### config.mk
export PLATFORM = sky130hd
export DESIGN_NAME = codec_audio_control_regs
export DESIGN_NICKNAME = d
export VERILOG_FILES = /design/src/hdl/codec_ctrl_pkg.sv /design/src/hdl/tone_nco.sv /design/src/hdl/codec_audio_control_regs.sv
export SDC_FILE = /design/constraint.sdc
export NUM_CORES = 1
export LEC_CHECK = 0
export BUFFER_PORTS_ARGS = -buffer_cell sky130_fd_sc_hd__clkbuf_2
export CAP_MARGIN = 10
export CORE_ASPECT_RATIO = 1.5
export CORE_MARGIN = 2
export CORE_UTILIZATION = 48
export CTS_BUF_LIST = sky130_fd_sc_hd__clkbuf_16
export DETAILED_ROUTE_END_ITERATION = 16
export PLACE_DENSITY = 0.62
export SLEW_MARGIN = 20
export SYNTH_ARGS = -nofsm -noshare
export SYNTH_HDL_FRONTEND = slang
export SYNTH_SLANG_ARGS = --single-unit
### constraint.sdc
create_clock -name ref_clk -period 2.7 [get_ports ref_clk]
set_clock_uncertainty 0.2 [all_clocks]
set_input_delay 0 -clock ref_clk [delete_from_list [all_inputs] [get_ports ref_clk]]
set_output_delay 0 -clock ref_clk [all_outputs]
set_load 0.05 [all_outputs]
### src/hdl/codec_ctrl_pkg.sv
// shared constants for the codec control register block
package codec_ctrl_pkg;
    // clock and timing
    localparam int REF_CLK_KHZ = 125000;
    localparam int DEBOUNCE_MS = 50;
    localparam int DEBOUNCE_CYC = DEBOUNCE_MS * REF_CLK_KHZ; // longest time, exact cycle count
    localparam int NCO_TICK_KHZ = 512;
    localparam int NCO_DIV = REF_CLK_KHZ / NCO_TICK_KHZ;
    localparam int NCO_ACC_W = 17;
    // register indexes on the control port
    localparam int REG_W = 8;
    localparam int NUM_REGS = 10;
    localparam int IDX_PCM_CFG = 1;
    localparam int IDX_RX_DATA = 2;
    localparam int IDX_TX_DATA = 3;
    localparam int IDX_PATH = 4;
    localparam int IDX_TX_GAIN = 5;
    localparam int IDX_RX_GAIN = 6;
    localparam int IDX_TONE = 7;
    localparam int IDX_FREQ_ONE = 8;
    localparam int IDX_FREQ_TWO = 9;
    localparam int IDX_REMOTE = 10;
    localparam logic [7:0] REG_RESET = 8'h00;
    // pcm_interface_config fields
    localparam int TM_HI_BIT = 7;
    localparam int TM_LO_BIT = 6;
    localparam int LATCH_BIT = 5;
    localparam int RX_OVR_BIT = 4;
    localparam int TX_OVR_BIT = 3;
    localparam int VOICE_EN_BIT = 2;
    localparam int BCHAN_BIT = 1;
    localparam int CLKSRC_BIT = 0;
    // audio_path_select fields
    localparam int MIC_A_BIT = 7;
    localparam int MIC_B_BIT = 6;
    localparam int SIDETONE_BIT = 5;
    localparam int EAR_ON_BIT = 4;
    localparam int EXTRA_ON_BIT = 3;
    localparam int RING_ROUTE_BIT = 2;
    localparam int HPF_BIT = 1;
    localparam int SPEECH_BIT = 0;
    localparam logic [1:0] MIC_MUTE = 2'h0;
    // tone_gen_control and remote_key_control fields
    localparam int TONE_F1_BIT = 3;
    localparam int TONE_F2_BIT = 2;
    localparam int TONE_WAVE_BIT = 1;
    localparam int TONE_TX_BIT = 0;
    localparam int REM_EN_BIT = 7;
    localparam int REM_LATCH_BIT = 6;
    localparam int REM_INV_BIT = 5;
    localparam int REM_FLAG_BIT = 4;
    localparam logic [7:0] TONE_HIGH_CODE = 8'hA0;
    localparam logic [7:0] TONE_LOW_CODE = 8'h20;
    typedef enum logic [1:0] {
        RANGE_STD = 2'b00,
        RANGE_HALF = 2'b01,
        RANGE_DOUBLE = 2'b10,
        RANGE_BAD = 2'b11
    } tone_range_t;
    // pcm frame positions
    localparam logic [5:0] SLOT_B1 = 6'd0;
    localparam logic [5:0] SLOT_B2 = 6'd8;
    localparam logic [5:0] SLOT_LEN = 6'd8;
    localparam logic [5:0] POS_END = 6'd32;
    localparam logic [5:0] POS_PRE = 6'h3F;
    // control port framing
    localparam logic [4:0] HDR_LAST = 5'd7;
    localparam logic [4:0] DATA_FIRST = 5'd8;
    localparam logic [4:0] DATA_LAST = 5'd15;
    localparam logic [4:0] CNT_STOP = 5'd16;
    // synchroniser idle: key released, select high
    localparam logic [6:0] SYNC_IDLE = 7'h42;
endpackage

### src/hdl/tone_nco.sv
// phase accumulator tone source with three frequency ranges
`timescale 1ns/1ps
module tone_nco
(
    input wire logic ref_clk,
    input wire logic nrst,
    input wire logic tick,
    input wire logic enable,
    input wire logic [7:0] step,
    input wire codec_ctrl_pkg::tone_range_t range,
    output logic wave
);
    import codec_ctrl_pkg::*;

    logic [NCO_ACC_W-1:0] acc;

    // accumulate the step on each 512 kHz tick
    always_ff @(posedge ref_clk or negedge nrst)
    begin
        if (!nrst)
            acc <= '0;
        else if (!enable)
            acc <= '0;
        else if (tick)
            acc <= acc + NCO_ACC_W'(step);
    end

    // bit choice sets period 0.128, 0.256 or 0.064 s over the step
    always_ff @(posedge ref_clk or negedge nrst)
    begin
        if (!nrst)
            wave <= 1'b0;
        else
        begin
            case (range)
                RANGE_STD: wave <= enable & acc[NCO_ACC_W-2];
                RANGE_HALF: wave <= enable & acc[NCO_ACC_W-1];
                RANGE_DOUBLE: wave <= enable & acc[NCO_ACC_W-3];
                default: wave <= 1'b0;
            endcase
        end
    end
endmodule

### src/hdl/codec_audio_control_regs.sv
// control registers, pcm slot logic and remote key detect of the voice codec
`timescale 1ns/1ps
// Function
// - timing bit 7 low gives delayed timing; high picks normal or reverse
// - latch pin shows the inverse of its control bit
// - receive override decodes the written receive byte each frame
// - receive data register captures the incoming slot byte each frame while receive override is clear
// - transmit override sends the transmit data register every frame
// - pcm words move most significant bit first
// - voice disable stops decoding and floats the transmit slot
// - bit 1 picks first or second b channel slot
// - bit 0 picks master or auxiliary clock source
// - overrides, channel pick and data registers act only in companded mode
// - sidetone forced off while transmit path is muted
// - transmit gain nibble steps 1.5 dB up to 22.5 dB
// - earpiece nibble attenuates 2 dB steps down to -30 dB
// - extra amplifier nibble attenuates 2 dB steps down to -30 dB
// - standard range frequency is value over 0.128
// - halved range frequency is value over 0.256
// - doubled range frequency is value over 0.064
// - tone control bit 0 puts tone on the transmit data path
// - remote key bit 7 enables detection, off at reset
// - key output transparent or latched, debounced at most 50 ms
// - detect flag set after debounce of a low key, host clears
module codec_audio_control_regs
#(
    parameter int DEBOUNCE_CYCLES = codec_ctrl_pkg::DEBOUNCE_CYC
)
(
    input wire logic ref_clk,
    input wire logic nrst,
    input wire logic ctrl_clk,
    input wire logic ctrl_sel_n,
    input wire logic ctrl_in,
    output logic ctrl_out,
    output logic ctrl_oe,
    input wire logic pcm_clk,
    input wire logic pcm_sync,
    input wire logic pcm_rx_in,
    output logic pcm_tx_out,
    output logic pcm_tx_oe,
    input wire logic companded_mode,
    input wire logic [codec_ctrl_pkg::REG_W-1:0] tx_path_data,
    output logic [codec_ctrl_pkg::REG_W-1:0] rx_path_data,
    output logic rx_path_valid,
    input wire logic remote_key_n,
    output logic key_detect_out,
    output logic latch_pin,
    output logic clock_source_pick,
    output logic mic_select_a,
    output logic mic_select_b,
    output logic sidetone_on,
    output logic [3:0] sidetone_atten,
    output logic [3:0] tx_gain,
    output logic earpiece_drive_on,
    output logic extra_amp_drive_on,
    output logic ring_gen_route,
    output logic rx_highpass_cut,
    output logic rx_speech_route,
    output logic [3:0] ear_atten,
    output logic [3:0] extra_atten,
    output logic [3:0] ring_atten,
    output logic low_tone_gen_on,
    output logic high_tone_gen_on,
    output logic waveform_pick,
    output logic gen_to_tx_path,
    output logic tone_one,
    output logic tone_two
);
    import codec_ctrl_pkg::*;

    localparam int DEB_W = $clog2(DEBOUNCE_CYCLES + 1);

    logic [6:0] sync_a, sync_b, sync_q;
    logic cclk_rise, cclk_fall, bclk_rise, bclk_fall, fs_last, frame_start;
    logic [4:0] sc_cnt;
    logic [7:0] sc_sh, rd_val, host_wdata;
    logic [3:0] sc_addr;
    logic sc_rd, host_wr, addr_ok, commit, rx_pend;
    logic [7:0] cfg_stage [1:NUM_REGS];
    logic [7:0] cfg_act [1:NUM_REGS];
    logic [7:0] pcm_cfg, tx_byte, rx_sh, tone_byte;
    logic delayed, reverse, pcm_active, launch, sample, rx_done;
    logic [5:0] bit_pos, next_pos, slot_start, cur_idx, nxt_idx, launch_idx;
    logic [$clog2(NCO_DIV+1)-1:0] tick_cnt;
    logic nco_tick, key_stable, key_flag, key_set, deb_done;
    logic [DEB_W-1:0] deb_cnt;

    // two-flop synchronisers on every pin input, plus a history stage
    always_ff @(posedge ref_clk or negedge nrst)
    begin
        if (!nrst)
        begin
            sync_a <= SYNC_IDLE;
            sync_b <= SYNC_IDLE;
            sync_q <= SYNC_IDLE;
        end
        else
        begin
            sync_a <= {remote_key_n, pcm_rx_in, pcm_sync, pcm_clk, ctrl_in, ctrl_sel_n, ctrl_clk};
            sync_b <= sync_a;
            sync_q <= sync_b;
        end
    end

    // edges of the control and pcm clocks
    assign cclk_rise = sync_b[0] & ~sync_q[0];
    assign cclk_fall = ~sync_b[0] & sync_q[0];
    assign bclk_rise = sync_b[3] & ~sync_q[3];
    assign bclk_fall = ~sync_b[3] & sync_q[3];
    assign frame_start = bclk_rise & sync_b[4] & ~fs_last;

    // serial control port: header byte then data byte
    always_ff @(posedge ref_clk or negedge nrst)
    begin
        if (!nrst)
        begin
            sc_cnt <= '0;
            sc_sh <= '0;
            sc_addr <= '0;
            sc_rd <= 1'b0;
        end
        else if (sync_b[1])
            sc_cnt <= '0;
        else if (cclk_rise)
        begin
            sc_sh <= {sc_sh[6:0], sync_b[2]};
            if (sc_cnt == HDR_LAST)
            begin
                sc_rd <= sc_sh[6];
                sc_addr <= {sc_sh[2:0], sync_b[2]};
            end
            if (sc_cnt != CNT_STOP)
                sc_cnt <= sc_cnt + 5'd1;
        end
    end

    assign host_wdata = {sc_sh[6:0], sync_b[2]};
    assign addr_ok = (sc_addr >= 4'(IDX_PCM_CFG)) && (sc_addr <= 4'(NUM_REGS));
    assign host_wr = cclk_rise & ~sync_b[1] & (sc_cnt == DATA_LAST) & ~sc_rd & addr_ok;

    // read value for the addressed register
    always_comb
    begin
        rd_val = '0;
        if (sc_addr == 4'(IDX_RX_DATA))
            rd_val = cfg_act[IDX_RX_DATA];
        else if (sc_addr == 4'(IDX_TX_DATA))
            rd_val = '0;
        else if (sc_addr == 4'(IDX_REMOTE))
            rd_val = {cfg_stage[IDX_REMOTE][7:5], key_flag, cfg_stage[IDX_REMOTE][3:0]};
        else if (addr_ok)
            rd_val = cfg_stage[sc_addr];
    end

    // read data leaves on falling control clock, msb first
    always_ff @(posedge ref_clk or negedge nrst)
    begin
        if (!nrst)
        begin
            ctrl_out <= 1'b0;
            ctrl_oe <= 1'b0;
        end
        else if (sync_b[1])
            ctrl_oe <= 1'b0;
        else if (cclk_fall && sc_rd && sc_cnt >= DATA_FIRST && sc_cnt <= DATA_LAST)
        begin
            ctrl_oe <= 1'b1;
            ctrl_out <= rd_val[3'(DATA_LAST - sc_cnt)];
        end
    end

    // staged copies written by the host
    always_ff @(posedge ref_clk or negedge nrst)
    begin
        if (!nrst)
        begin
            for (int i = 1; i <= NUM_REGS; i++)
                cfg_stage[i] <= REG_RESET;
        end
        else if (host_wr)
            cfg_stage[sc_addr] <= host_wdata;
    end

    // commit at frame start, or at once while voice transfer is off
    assign commit = frame_start | ~cfg_act[IDX_PCM_CFG][VOICE_EN_BIT];

    // active settings; receive data also captures the incoming slot
    always_ff @(posedge ref_clk or negedge nrst)
    begin
        if (!nrst)
        begin
            for (int i = 1; i <= NUM_REGS; i++)
                cfg_act[i] <= REG_RESET;
            rx_pend <= 1'b0;
        end
        else
        begin
            if (commit)
            begin
                for (int i = 1; i <= NUM_REGS; i++)
                    if (i != IDX_RX_DATA)
                        cfg_act[i] <= cfg_stage[i];
            end
            if (commit && rx_pend)
                cfg_act[IDX_RX_DATA] <= cfg_stage[IDX_RX_DATA];
            else if (rx_done && !pcm_cfg[RX_OVR_BIT])
                cfg_act[IDX_RX_DATA] <= {rx_sh[6:0], sync_b[5]};
            if (host_wr && sc_addr == 4'(IDX_RX_DATA))
                rx_pend <= 1'b1;
            else if (commit)
                rx_pend <= 1'b0;
        end
    end

    // timing mode decode and slot position
    assign pcm_cfg = cfg_act[IDX_PCM_CFG];
    assign delayed = ~pcm_cfg[TM_HI_BIT];
    assign reverse = pcm_cfg[TM_HI_BIT] & pcm_cfg[TM_LO_BIT];
    assign pcm_active = pcm_cfg[VOICE_EN_BIT] & companded_mode;
    assign slot_start = pcm_cfg[BCHAN_BIT] ? SLOT_B2 : SLOT_B1;

    // next bit position: delayed timing starts one clock later
    always_comb
    begin
        next_pos = bit_pos;
        if (frame_start)
            next_pos = delayed ? POS_PRE : SLOT_B1;
        else if (bclk_rise && bit_pos != POS_END)
            next_pos = bit_pos + 6'd1;
    end

    assign cur_idx = bit_pos - slot_start;
    assign nxt_idx = next_pos - slot_start;
    assign launch = reverse ? bclk_fall : bclk_rise;
    assign sample = reverse ? bclk_rise : bclk_fall;
    assign launch_idx = reverse ? cur_idx : nxt_idx;
    assign rx_done = sample & pcm_active & (cur_idx == SLOT_LEN - 6'd1);

    // frame position tracking
    always_ff @(posedge ref_clk or negedge nrst)
    begin
        if (!nrst)
        begin
            bit_pos <= POS_END;
            fs_last <= 1'b0;
        end
        else
        begin
            bit_pos <= next_pos;
            if (bclk_rise)
                fs_last <= sync_b[4];
        end
    end

    // transmit byte source chosen at frame start
    assign tone_byte = (tone_one | tone_two) ? TONE_HIGH_CODE : TONE_LOW_CODE;

    always_ff @(posedge ref_clk or negedge nrst)
    begin
        if (!nrst)
            tx_byte <= '0;
        else if (frame_start)
        begin
            if (pcm_cfg[TX_OVR_BIT])
                tx_byte <= cfg_act[IDX_TX_DATA];
            else if (cfg_act[IDX_TONE][TONE_TX_BIT])
                tx_byte <= tone_byte;
            else
                tx_byte <= tx_path_data;
        end
    end

    // transmit pin drive inside the chosen slot only
    always_ff @(posedge ref_clk or negedge nrst)
    begin
        if (!nrst)
        begin
            pcm_tx_out <= 1'b0;
            pcm_tx_oe <= 1'b0;
        end
        else if (!pcm_active)
            pcm_tx_oe <= 1'b0;
        else if (launch)
        begin
            pcm_tx_oe <= (launch_idx < SLOT_LEN);
            if (launch_idx < SLOT_LEN)
                pcm_tx_out <= tx_byte[3'd7 - launch_idx[2:0]];
        end
    end

    // receive shift and hand-off to the decoder path
    always_ff @(posedge ref_clk or negedge nrst)
    begin
        if (!nrst)
        begin
            rx_sh <= '0;
            rx_path_data <= '0;
            rx_path_valid <= 1'b0;
        end
        else
        begin
            rx_path_valid <= rx_done;
            if (sample && pcm_active && cur_idx < SLOT_LEN)
                rx_sh <= {rx_sh[6:0], sync_b[5]};
            if (rx_done)
            begin
                if (pcm_cfg[RX_OVR_BIT])
                    rx_path_data <= cfg_act[IDX_RX_DATA];
                else
                    rx_path_data <= {rx_sh[6:0], sync_b[5]};
            end
        end
    end

    // analog control fields; driver bits passed as the host set them
    always_ff @(posedge ref_clk or negedge nrst)
    begin
        if (!nrst)
        begin
            latch_pin <= 1'b1;
            sidetone_on <= 1'b0;
            clock_source_pick <= 1'b0;
        end
        else
        begin
            latch_pin <= ~pcm_cfg[LATCH_BIT];
            clock_source_pick <= pcm_cfg[CLKSRC_BIT];
            sidetone_on <= cfg_act[IDX_PATH][SIDETONE_BIT] &&
                (cfg_act[IDX_PATH][MIC_A_BIT:MIC_B_BIT] != MIC_MUTE);
        end
    end

    assign mic_select_a = cfg_act[IDX_PATH][MIC_A_BIT];
    assign mic_select_b = cfg_act[IDX_PATH][MIC_B_BIT];
    assign earpiece_drive_on = cfg_act[IDX_PATH][EAR_ON_BIT];
    assign extra_amp_drive_on = cfg_act[IDX_PATH][EXTRA_ON_BIT];
    assign ring_gen_route = cfg_act[IDX_PATH][RING_ROUTE_BIT];
    assign rx_highpass_cut = cfg_act[IDX_PATH][HPF_BIT];
    assign rx_speech_route = cfg_act[IDX_PATH][SPEECH_BIT];
    assign tx_gain = cfg_act[IDX_TX_GAIN][7:4];
    assign sidetone_atten = cfg_act[IDX_TX_GAIN][3:0];
    assign ear_atten = cfg_act[IDX_RX_GAIN][7:4];
    assign extra_atten = cfg_act[IDX_RX_GAIN][3:0];
    assign ring_atten = cfg_act[IDX_TONE][7:4];
    assign low_tone_gen_on = cfg_act[IDX_TONE][TONE_F1_BIT];
    assign high_tone_gen_on = cfg_act[IDX_TONE][TONE_F2_BIT];
    assign waveform_pick = cfg_act[IDX_TONE][TONE_WAVE_BIT];
    assign gen_to_tx_path = cfg_act[IDX_TONE][TONE_TX_BIT];

    // 512 kHz tick for the tone accumulators
    always_ff @(posedge ref_clk or negedge nrst)
    begin
        if (!nrst)
            tick_cnt <= '0;
        else if (nco_tick)
            tick_cnt <= '0;
        else
            tick_cnt <= tick_cnt + 1'b1;
    end
    assign nco_tick = (tick_cnt == $bits(tick_cnt)'(NCO_DIV - 1));

    tone_nco u_tone_one (
        .ref_clk(ref_clk),
        .nrst(nrst),
        .tick(nco_tick),
        .enable(low_tone_gen_on),
        .step(cfg_act[IDX_FREQ_ONE]),
        .range(tone_range_t'(cfg_act[IDX_REMOTE][1:0])),
        .wave(tone_one)
    );

    tone_nco u_tone_two (
        .ref_clk(ref_clk),
        .nrst(nrst),
        .tick(nco_tick),
        .enable(high_tone_gen_on),
        .step(cfg_act[IDX_FREQ_TWO]),
        .range(tone_range_t'(cfg_act[IDX_REMOTE][1:0])),
        .wave(tone_two)
    );

    // remote key debounce: level must hold the full time to be taken
    assign deb_done = (sync_b[6] != key_stable) && (deb_cnt == DEB_W'(DEBOUNCE_CYCLES - 1));
    assign key_set = deb_done & ~sync_b[6] & cfg_act[IDX_REMOTE][REM_EN_BIT];

    always_ff @(posedge ref_clk or negedge nrst)
    begin
        if (!nrst)
        begin
            deb_cnt <= '0;
            key_stable <= 1'b1;
        end
        else if (sync_b[6] == key_stable)
            deb_cnt <= '0;
        else if (deb_done)
        begin
            key_stable <= sync_b[6];
            deb_cnt <= '0;
        end
        else
            deb_cnt <= deb_cnt + 1'b1;
    end

    // detect flag and key output; a new press beats a host clear
    always_ff @(posedge ref_clk or negedge nrst)
    begin
        if (!nrst)
        begin
            key_flag <= 1'b0;
            key_detect_out <= 1'b0;
        end
        else
        begin
            if (key_set)
                key_flag <= 1'b1;
            else if (host_wr && sc_addr == 4'(IDX_REMOTE) && !host_wdata[REM_FLAG_BIT])
                key_flag <= 1'b0;
            key_detect_out <= cfg_act[IDX_REMOTE][REM_INV_BIT] ^
                (cfg_act[IDX_REMOTE][REM_EN_BIT] & (cfg_act[IDX_REMOTE][REM_LATCH_BIT] ?
                key_flag : ~key_stable));
        end
    end
endmodule

; Word level (Yosys, flattened, before mapping)
; Cells that the tools add are included.
[word_totals]
reg_bits = 304
latchBits = 0
mem_bits_rw = 0
mem_bits_ro = 0
in_bits = 18
elab_cells = 205
n_memories = 0
[classes]
addsub = 10
n_mul = 0
n_div = 0
magnitude_cmp = 10
eq_ne = 17
shifts = 0
mux = 48
bitwise = 39
n_reduce_logical = 31
[op_table]
columns = op, n
row1 = 8-bit two-way mux, 14
row2 = 80-bit bitwise mux, 1
row3 = 17-bit two-way mux, 4
row4 = 23-bit two-way mux, 2
row5 = 17-bit by 8-bit adder with 17-bit output, 2
row6 = 8-bit binary-select mux with 4-bit select, 1
row7 = 8-bit demux with 4-bit select, 1
row8 = 6-bit two-way mux, 4
row9 = 23-bit by 1-bit adder with 23-bit output (second input constant), 1
row10 = 1-bit bitwise AND, 23
row11 = 23-bit equality test (second input constant), 1
row12 = 1-bit logical AND, 15
row13 = 5-bit two-way mux, 3
row14 = 2-bit nonzero test, 7
row15 = 1-bit two-way mux, 13
row16 = 6-bit by 4-bit < comparator with 1-bit output (second input constant), 2
row17 = 1-bit inverter, 12
row18 = 6-bit by 4-bit subtractor with 6-bit output, 2
row19 = 8-bit by 1-bit adder with 8-bit output (second input constant), 1
row20 = 4-bit by 2-bit equality test with 1-bit output (second input constant), 2
row21 = 8-bit equality test (second input constant), 1
row22 = 3-bit by 4-bit < comparator with 1-bit output (second input constant), 2
row23 = 2-bit AND reduction, 4
row24 = 6-bit by 1-bit adder with 6-bit output (second input constant), 1
row25 = 28 further kinds, 36

; Logic depth before layout (Yosys ltp)
[depth]
depth_word = 10
ltp_mapped = 12
ltp_nobuf = 11

; Hierarchy
; Synthesis repeated with hierarchy kept, for this count alone.
[hier_totals]
cells_unflattened = 1231
area_unflattened_um2 = 14521.4
[modules_own_cells]
columns = mod, n_inst, cells_each, area_each_um2
row1 = codec_audio_control_regs, 1, 937, 11783.8
row2 = tone_nco, 2, 147, 1368.8

; Worst setup path after synthesis
; Ideal clock, no wire load.
[synth_path]
kind = reg2reg
startpoint = reg bit_pos[0]
endpoint = reg pcm_tx_out
setup_ps = 104
t_arrival_ps = 2170
required_ps = 2396
slack_ps = 226
path_stages_with_launch = 10
synth_period_minus_slack_ps = 2474
cell_sequence = dfrtp_1 inv_1 ha_1 or3b_4 nor3_4 a211o_1 o22ai_4 mux2i_1 o211a_1 o41ai_2
[synth_via]
elab_chain_len = 9
[synth_lines]
columns = element, line
row1 = from (decl), codec_audio_control_regs.sv:84  ; logic [5:0] bit_pos, next_pos, slot_start, cur_idx, nxt_idx, launch_idx;
row2 = from (signal assigned), codec_audio_control_regs.sv:250  ; bit_pos <= next_pos;
row3 = branches (longest 5 deep; another with 6-bit by 1-bit adder with 6-bit output), -
row4 = 6-bit two-way mux (*), codec_audio_control_regs.sv:237  ; assign launch_idx = reverse ? cur_idx : nxt_idx;
row5 = 3-bit subtractor, codec_audio_control_regs.sv:288  ; pcm_tx_out <= tx_byte[3'd7 - launch_idx[2:0]];
row6 = 1-bit binary-select mux with 3-bit select, codec_audio_control_regs.sv:288
row7 = 1-bit two-way mux (implied by the code), codec_audio_control_regs.sv:288
row8 = to (signal assigned), codec_audio_control_regs.sv:288
row9 = to (decl), codec_audio_control_regs.sv:40  ; output logic pcm_tx_out,
; Mark *: on every way between the ends. The select of a mux whose other input is x is not followed.
; A chain may end at the register's enable or synchronous reset.

; Worst setup path in the final report
[layout_path]
startpoint = reg sync_q[3]
endpoint = reg pcm_tx_out
[layout_via]
elab_chain_len = 10
[layout_lines]
columns = element, line
row1 = from (decl), codec_audio_control_regs.sv:74  ; logic [6:0] sync_a, sync_b, sync_q;
row2 = from (signal assigned), codec_audio_control_regs.sv:102  ; sync_q <= sync_b;
row3 = 1-bit inverter, codec_audio_control_regs.sv:109  ; assign bclk_rise = sync_b[3] & ~sync_q[3];
row4 = 1-bit bitwise AND, codec_audio_control_regs.sv:109
row5 = 1-bit bitwise AND or 1-bit logical AND (tied branches), "codec_audio_control_regs.sv:111, codec_audio_control_regs.sv:229"
row6 = 1-bit bitwise AND or 6-bit two-way mux (tied branches), "codec_audio_control_regs.sv:111, codec_audio_control_regs.sv:229"
row7 = 6-bit two-way mux, codec_audio_control_regs.sv:227  ; if (frame_start)
row8 = 6-bit by 4-bit subtractor with 6-bit output, codec_audio_control_regs.sv:234  ; assign nxt_idx = next_pos - slot_start;
row9 = 6-bit two-way mux, codec_audio_control_regs.sv:237
row10 = 3-bit subtractor, codec_audio_control_regs.sv:288
row11 = 1-bit binary-select mux with 3-bit select, codec_audio_control_regs.sv:288
row12 = 1-bit two-way mux (implied by the code), codec_audio_control_regs.sv:288
; Parallel ways exist; a longest one is shown, timed or not. The select of a mux whose other input is x is not followed.

==> reports/results.txt <==
Max_slew headroom: 0.485
Syn Nets: 1271
Die X: 144 um
Antenna Nets Post-Route: 0
Layout cells sized above 1: 0.275
Slew at the pin with the worst max-slew slack: 0.773 ns
Post-synth EDFFs: 0
GR peak layer: met2
Worst min path class: input pin to flip-flop
Post-synthesis cell count: 1221
H-tree depth: 1
Final Instance Area: 16200 um^2
Leakage: 7.63 nW
Core Area: 28700 um^2
Fill count: 2507
Starting DRT DRC Count: 458
Maximum number of pins on one net before global-route repair: 79
Pins Over Slew Limit: 0
Sum of negative setup slack: 0 ns
Synth area leader: dfrtp_1
Max Cap Viol: 0
GRT overflow: 0
CTS root buffer: clkbuf_16
Initial antenna violation count: 0
WHS Path Cells: 4
Number of synthesized register bits: 298
Fin. Hold Viols: 0
YS warnings: 0
CTS sink cnt: 298
Critical path cell sequence: and4bb_2 > nand2_1 > o21ai_1 > ha_1 > ha_1 > inv_1 > nor4_2 > nor3_1 > buf_4 > o41ai_2
Vias per cell: 5.43
Vias in the first global route: 9631
Share of the synthesized area in the top cell type: 0.518
First-pass GRT wire length: 50800 um
CP peak stage delay: 0.42 ns
GR Util met3: 0.0228
Fmax achieved: 385 MHz
Via count: 9392
Final wirelength: 30500 um
GP Congestion: 0.849
Detailed Place HPWL: 21000 um
Clk Latency, worst-skew pair: 0.57 ns
Final Core Density: 0.565
Final worst path period share: 0.961
DRC viols: 0
Critical Path Source Type: flip-flop
Post-synth top cells: dfrtp_1 (291), mux2_2 (163), nand2_1 (96)
All-Layer GR Usage: 0.207
Status: complete, no violations
Cell Rows: 76
Nets: 1368
Num CTS Buffers: 29
TritonCTS clock tree: built
Area growth from synthesis to layout: 15.5%
Die height: 214 um
Top post-synthesis cells by area: dfrtp_1 (52%), mux2_2 (13%), mux2i_1 (2.9%), ha_1 (2.7%), nand2_1 (2.6%)
Initial core utilization: 0.489
Clock buffer depth: 3
Slowest cell on the critical path: dfrtp_1
Crit path top cell by count: ha_1
Power density over cell area: 593 nW/um^2
Clock Pin Slew Worst Setup and Hold Paths: 0.07 ns
First-pass detailed-route iteration total: 4
Critical Path Sink Type: flip-flop
WP data arrival: 2.86 ns
Min Tclk post-route: 2.59 ns
Library cells used by synthesis: 73
DIE AREA: 30700 um^2
Max FO, Critical Path: 5
Synthesized cell area: 14000 um^2
Sequential share of the synthesized area: 0.532
Most common cell in the netlist: dfrtp_1
GR Layer Usage met2: 0.370
Placed cell area: 14900 um^2
N_diodes: 0
Post-Syn Area per Cell: 11.5 um^2
Synth async-reset ratio: 1.00
Routed WL per cell: 17.6 um
Maximum VDD drop: 0.441 mV
IO buf count: 67
Final Setup Violations: 0
Reg2Reg Depth: 10
Synth Flop Type: dfrtp_1
WS Path Type: flip-flop to flip-flop
WP data required: 2.96 ns
Met1 Use GR: 0.269
IO Count: 68
per-layer routing:
layer	vias up	routed length, um
li1	4503	-
met1	4722	13100
met2	124	15900
met3	43	907
met4	0	603
met5	-	0
layout by cell type, fill, tap and decap left out, drive strengths merged, types with 40 or more instances in the layout:
| cell type | netlist | final |
|---|---|---|
| mux2 | 164 | 164 |
| nor2 | 93 | 93 |
| nand2 | 96 | 96 |
| dfrtp | 291 | 291 |
| clkbuf | 38 | 95 |
| buf | 35 | 48 |
| inv | 35 | 42 |
| o21ai | 61 | 61 |
| a21oi | 55 | 55 |
| mux2i | 40 | 40 |
sequential cells by signal (all words and copies together), names as in the netlist, 5 cells and up:
signal / count
sync_b: 7
sc_sh: 7
cfg_stage: 79
pcm_cfg: 8
rx_path_data: 8
sc_cnt: 5
u_tone_one.acc: 17
rx_sh: 7
deb_cnt: 23
tx_byte: 8
bit_pos: 6
cfg_act: 38
tick_cnt: 8
sync_a: 7
u_tone_two.acc: 17
stage by stage:
step / power [W] / worst slack (ns) / std cells / hold slack (ns)
after detailed placement: 0.00557 / 0.0189 / 1650 / -0.158
after global placement: 0.00556 / 0.0801 / 1650 / -0.162
final: 0.00962 / 0.106 / 1731 / 0.110
after floorplan: 0.00521 / 0.226 / 1221 / -0.496
after global routing: 0.0100 / -0.0607 / 1731 / 0.121
after CTS: 0.00972 / 0.00584 / 1730 / 0.0819
kinds of logic after synthesis:
kind of cell,share of synthesized area
XOR/XNOR,0.0299
AO/OA/AOI/OAI,0.0835
buffers and inverters,0.0356
adder cells (fa/ha/maj),0.0296
AND/OR/NAND/NOR,0.122
multiplexers,0.168
flip-flops,0.532
worst max-delay path: cells and delay by family, from the launching register on:
kind            cells  cell delay, ns
flops               1            0.42
buf+inv             2            0.21
fa+ha+maj           2            0.36
compound gates      2            0.44
simple gates        4            0.85
power by group:
part	total, W	switching (W)	leakage (nW)	internal [W]
Combinational	0.000636	0.000353	3.15	0.000283
Clock	0.00409	0.00175	0.479	0.00234
Sequential	0.00490	0.000301	4.00	0.00459
what timing repair did:
item	4_1_cts	5_1_grt
gates resized for setup	0	19
hold buffers	25	0
hold endpoints to repair	330	0
setup endpoints to repair	1	18
buffers inserted	1	1
pin swaps	2	4
final timing paths:
check | startpoint | to | slack [ns]
max | sync_q[3] | pcm_tx_out | 0.11
min | tx_path_data[4] | tx_byte[4] | 0.11
max reg2reg | sync_q[3] | pcm_tx_out | 0.11
min reg2reg | sync_a[4] | sync_b[4] | 0.14
max in group asynchronous | nrst | u_tone_one.acc[6] | 1.16
min in group asynchronous | nrst | sync_b[3] | 0.35
cell type report:
class	instances	area (um^2)	share of cell area
Tap cell	390	488	0.0301
Sequential cell	298	7470	0.460
Clock buffer	29	726	0.0447
Multi-Input combinational cell	815	6140	0.379
Clock inverter	25	230	0.0142
Timing Repair Buffer	139	1040	0.0639
Inverter	35	131	0.00810
No activity file was read; power rests on OpenSTA's default activity.
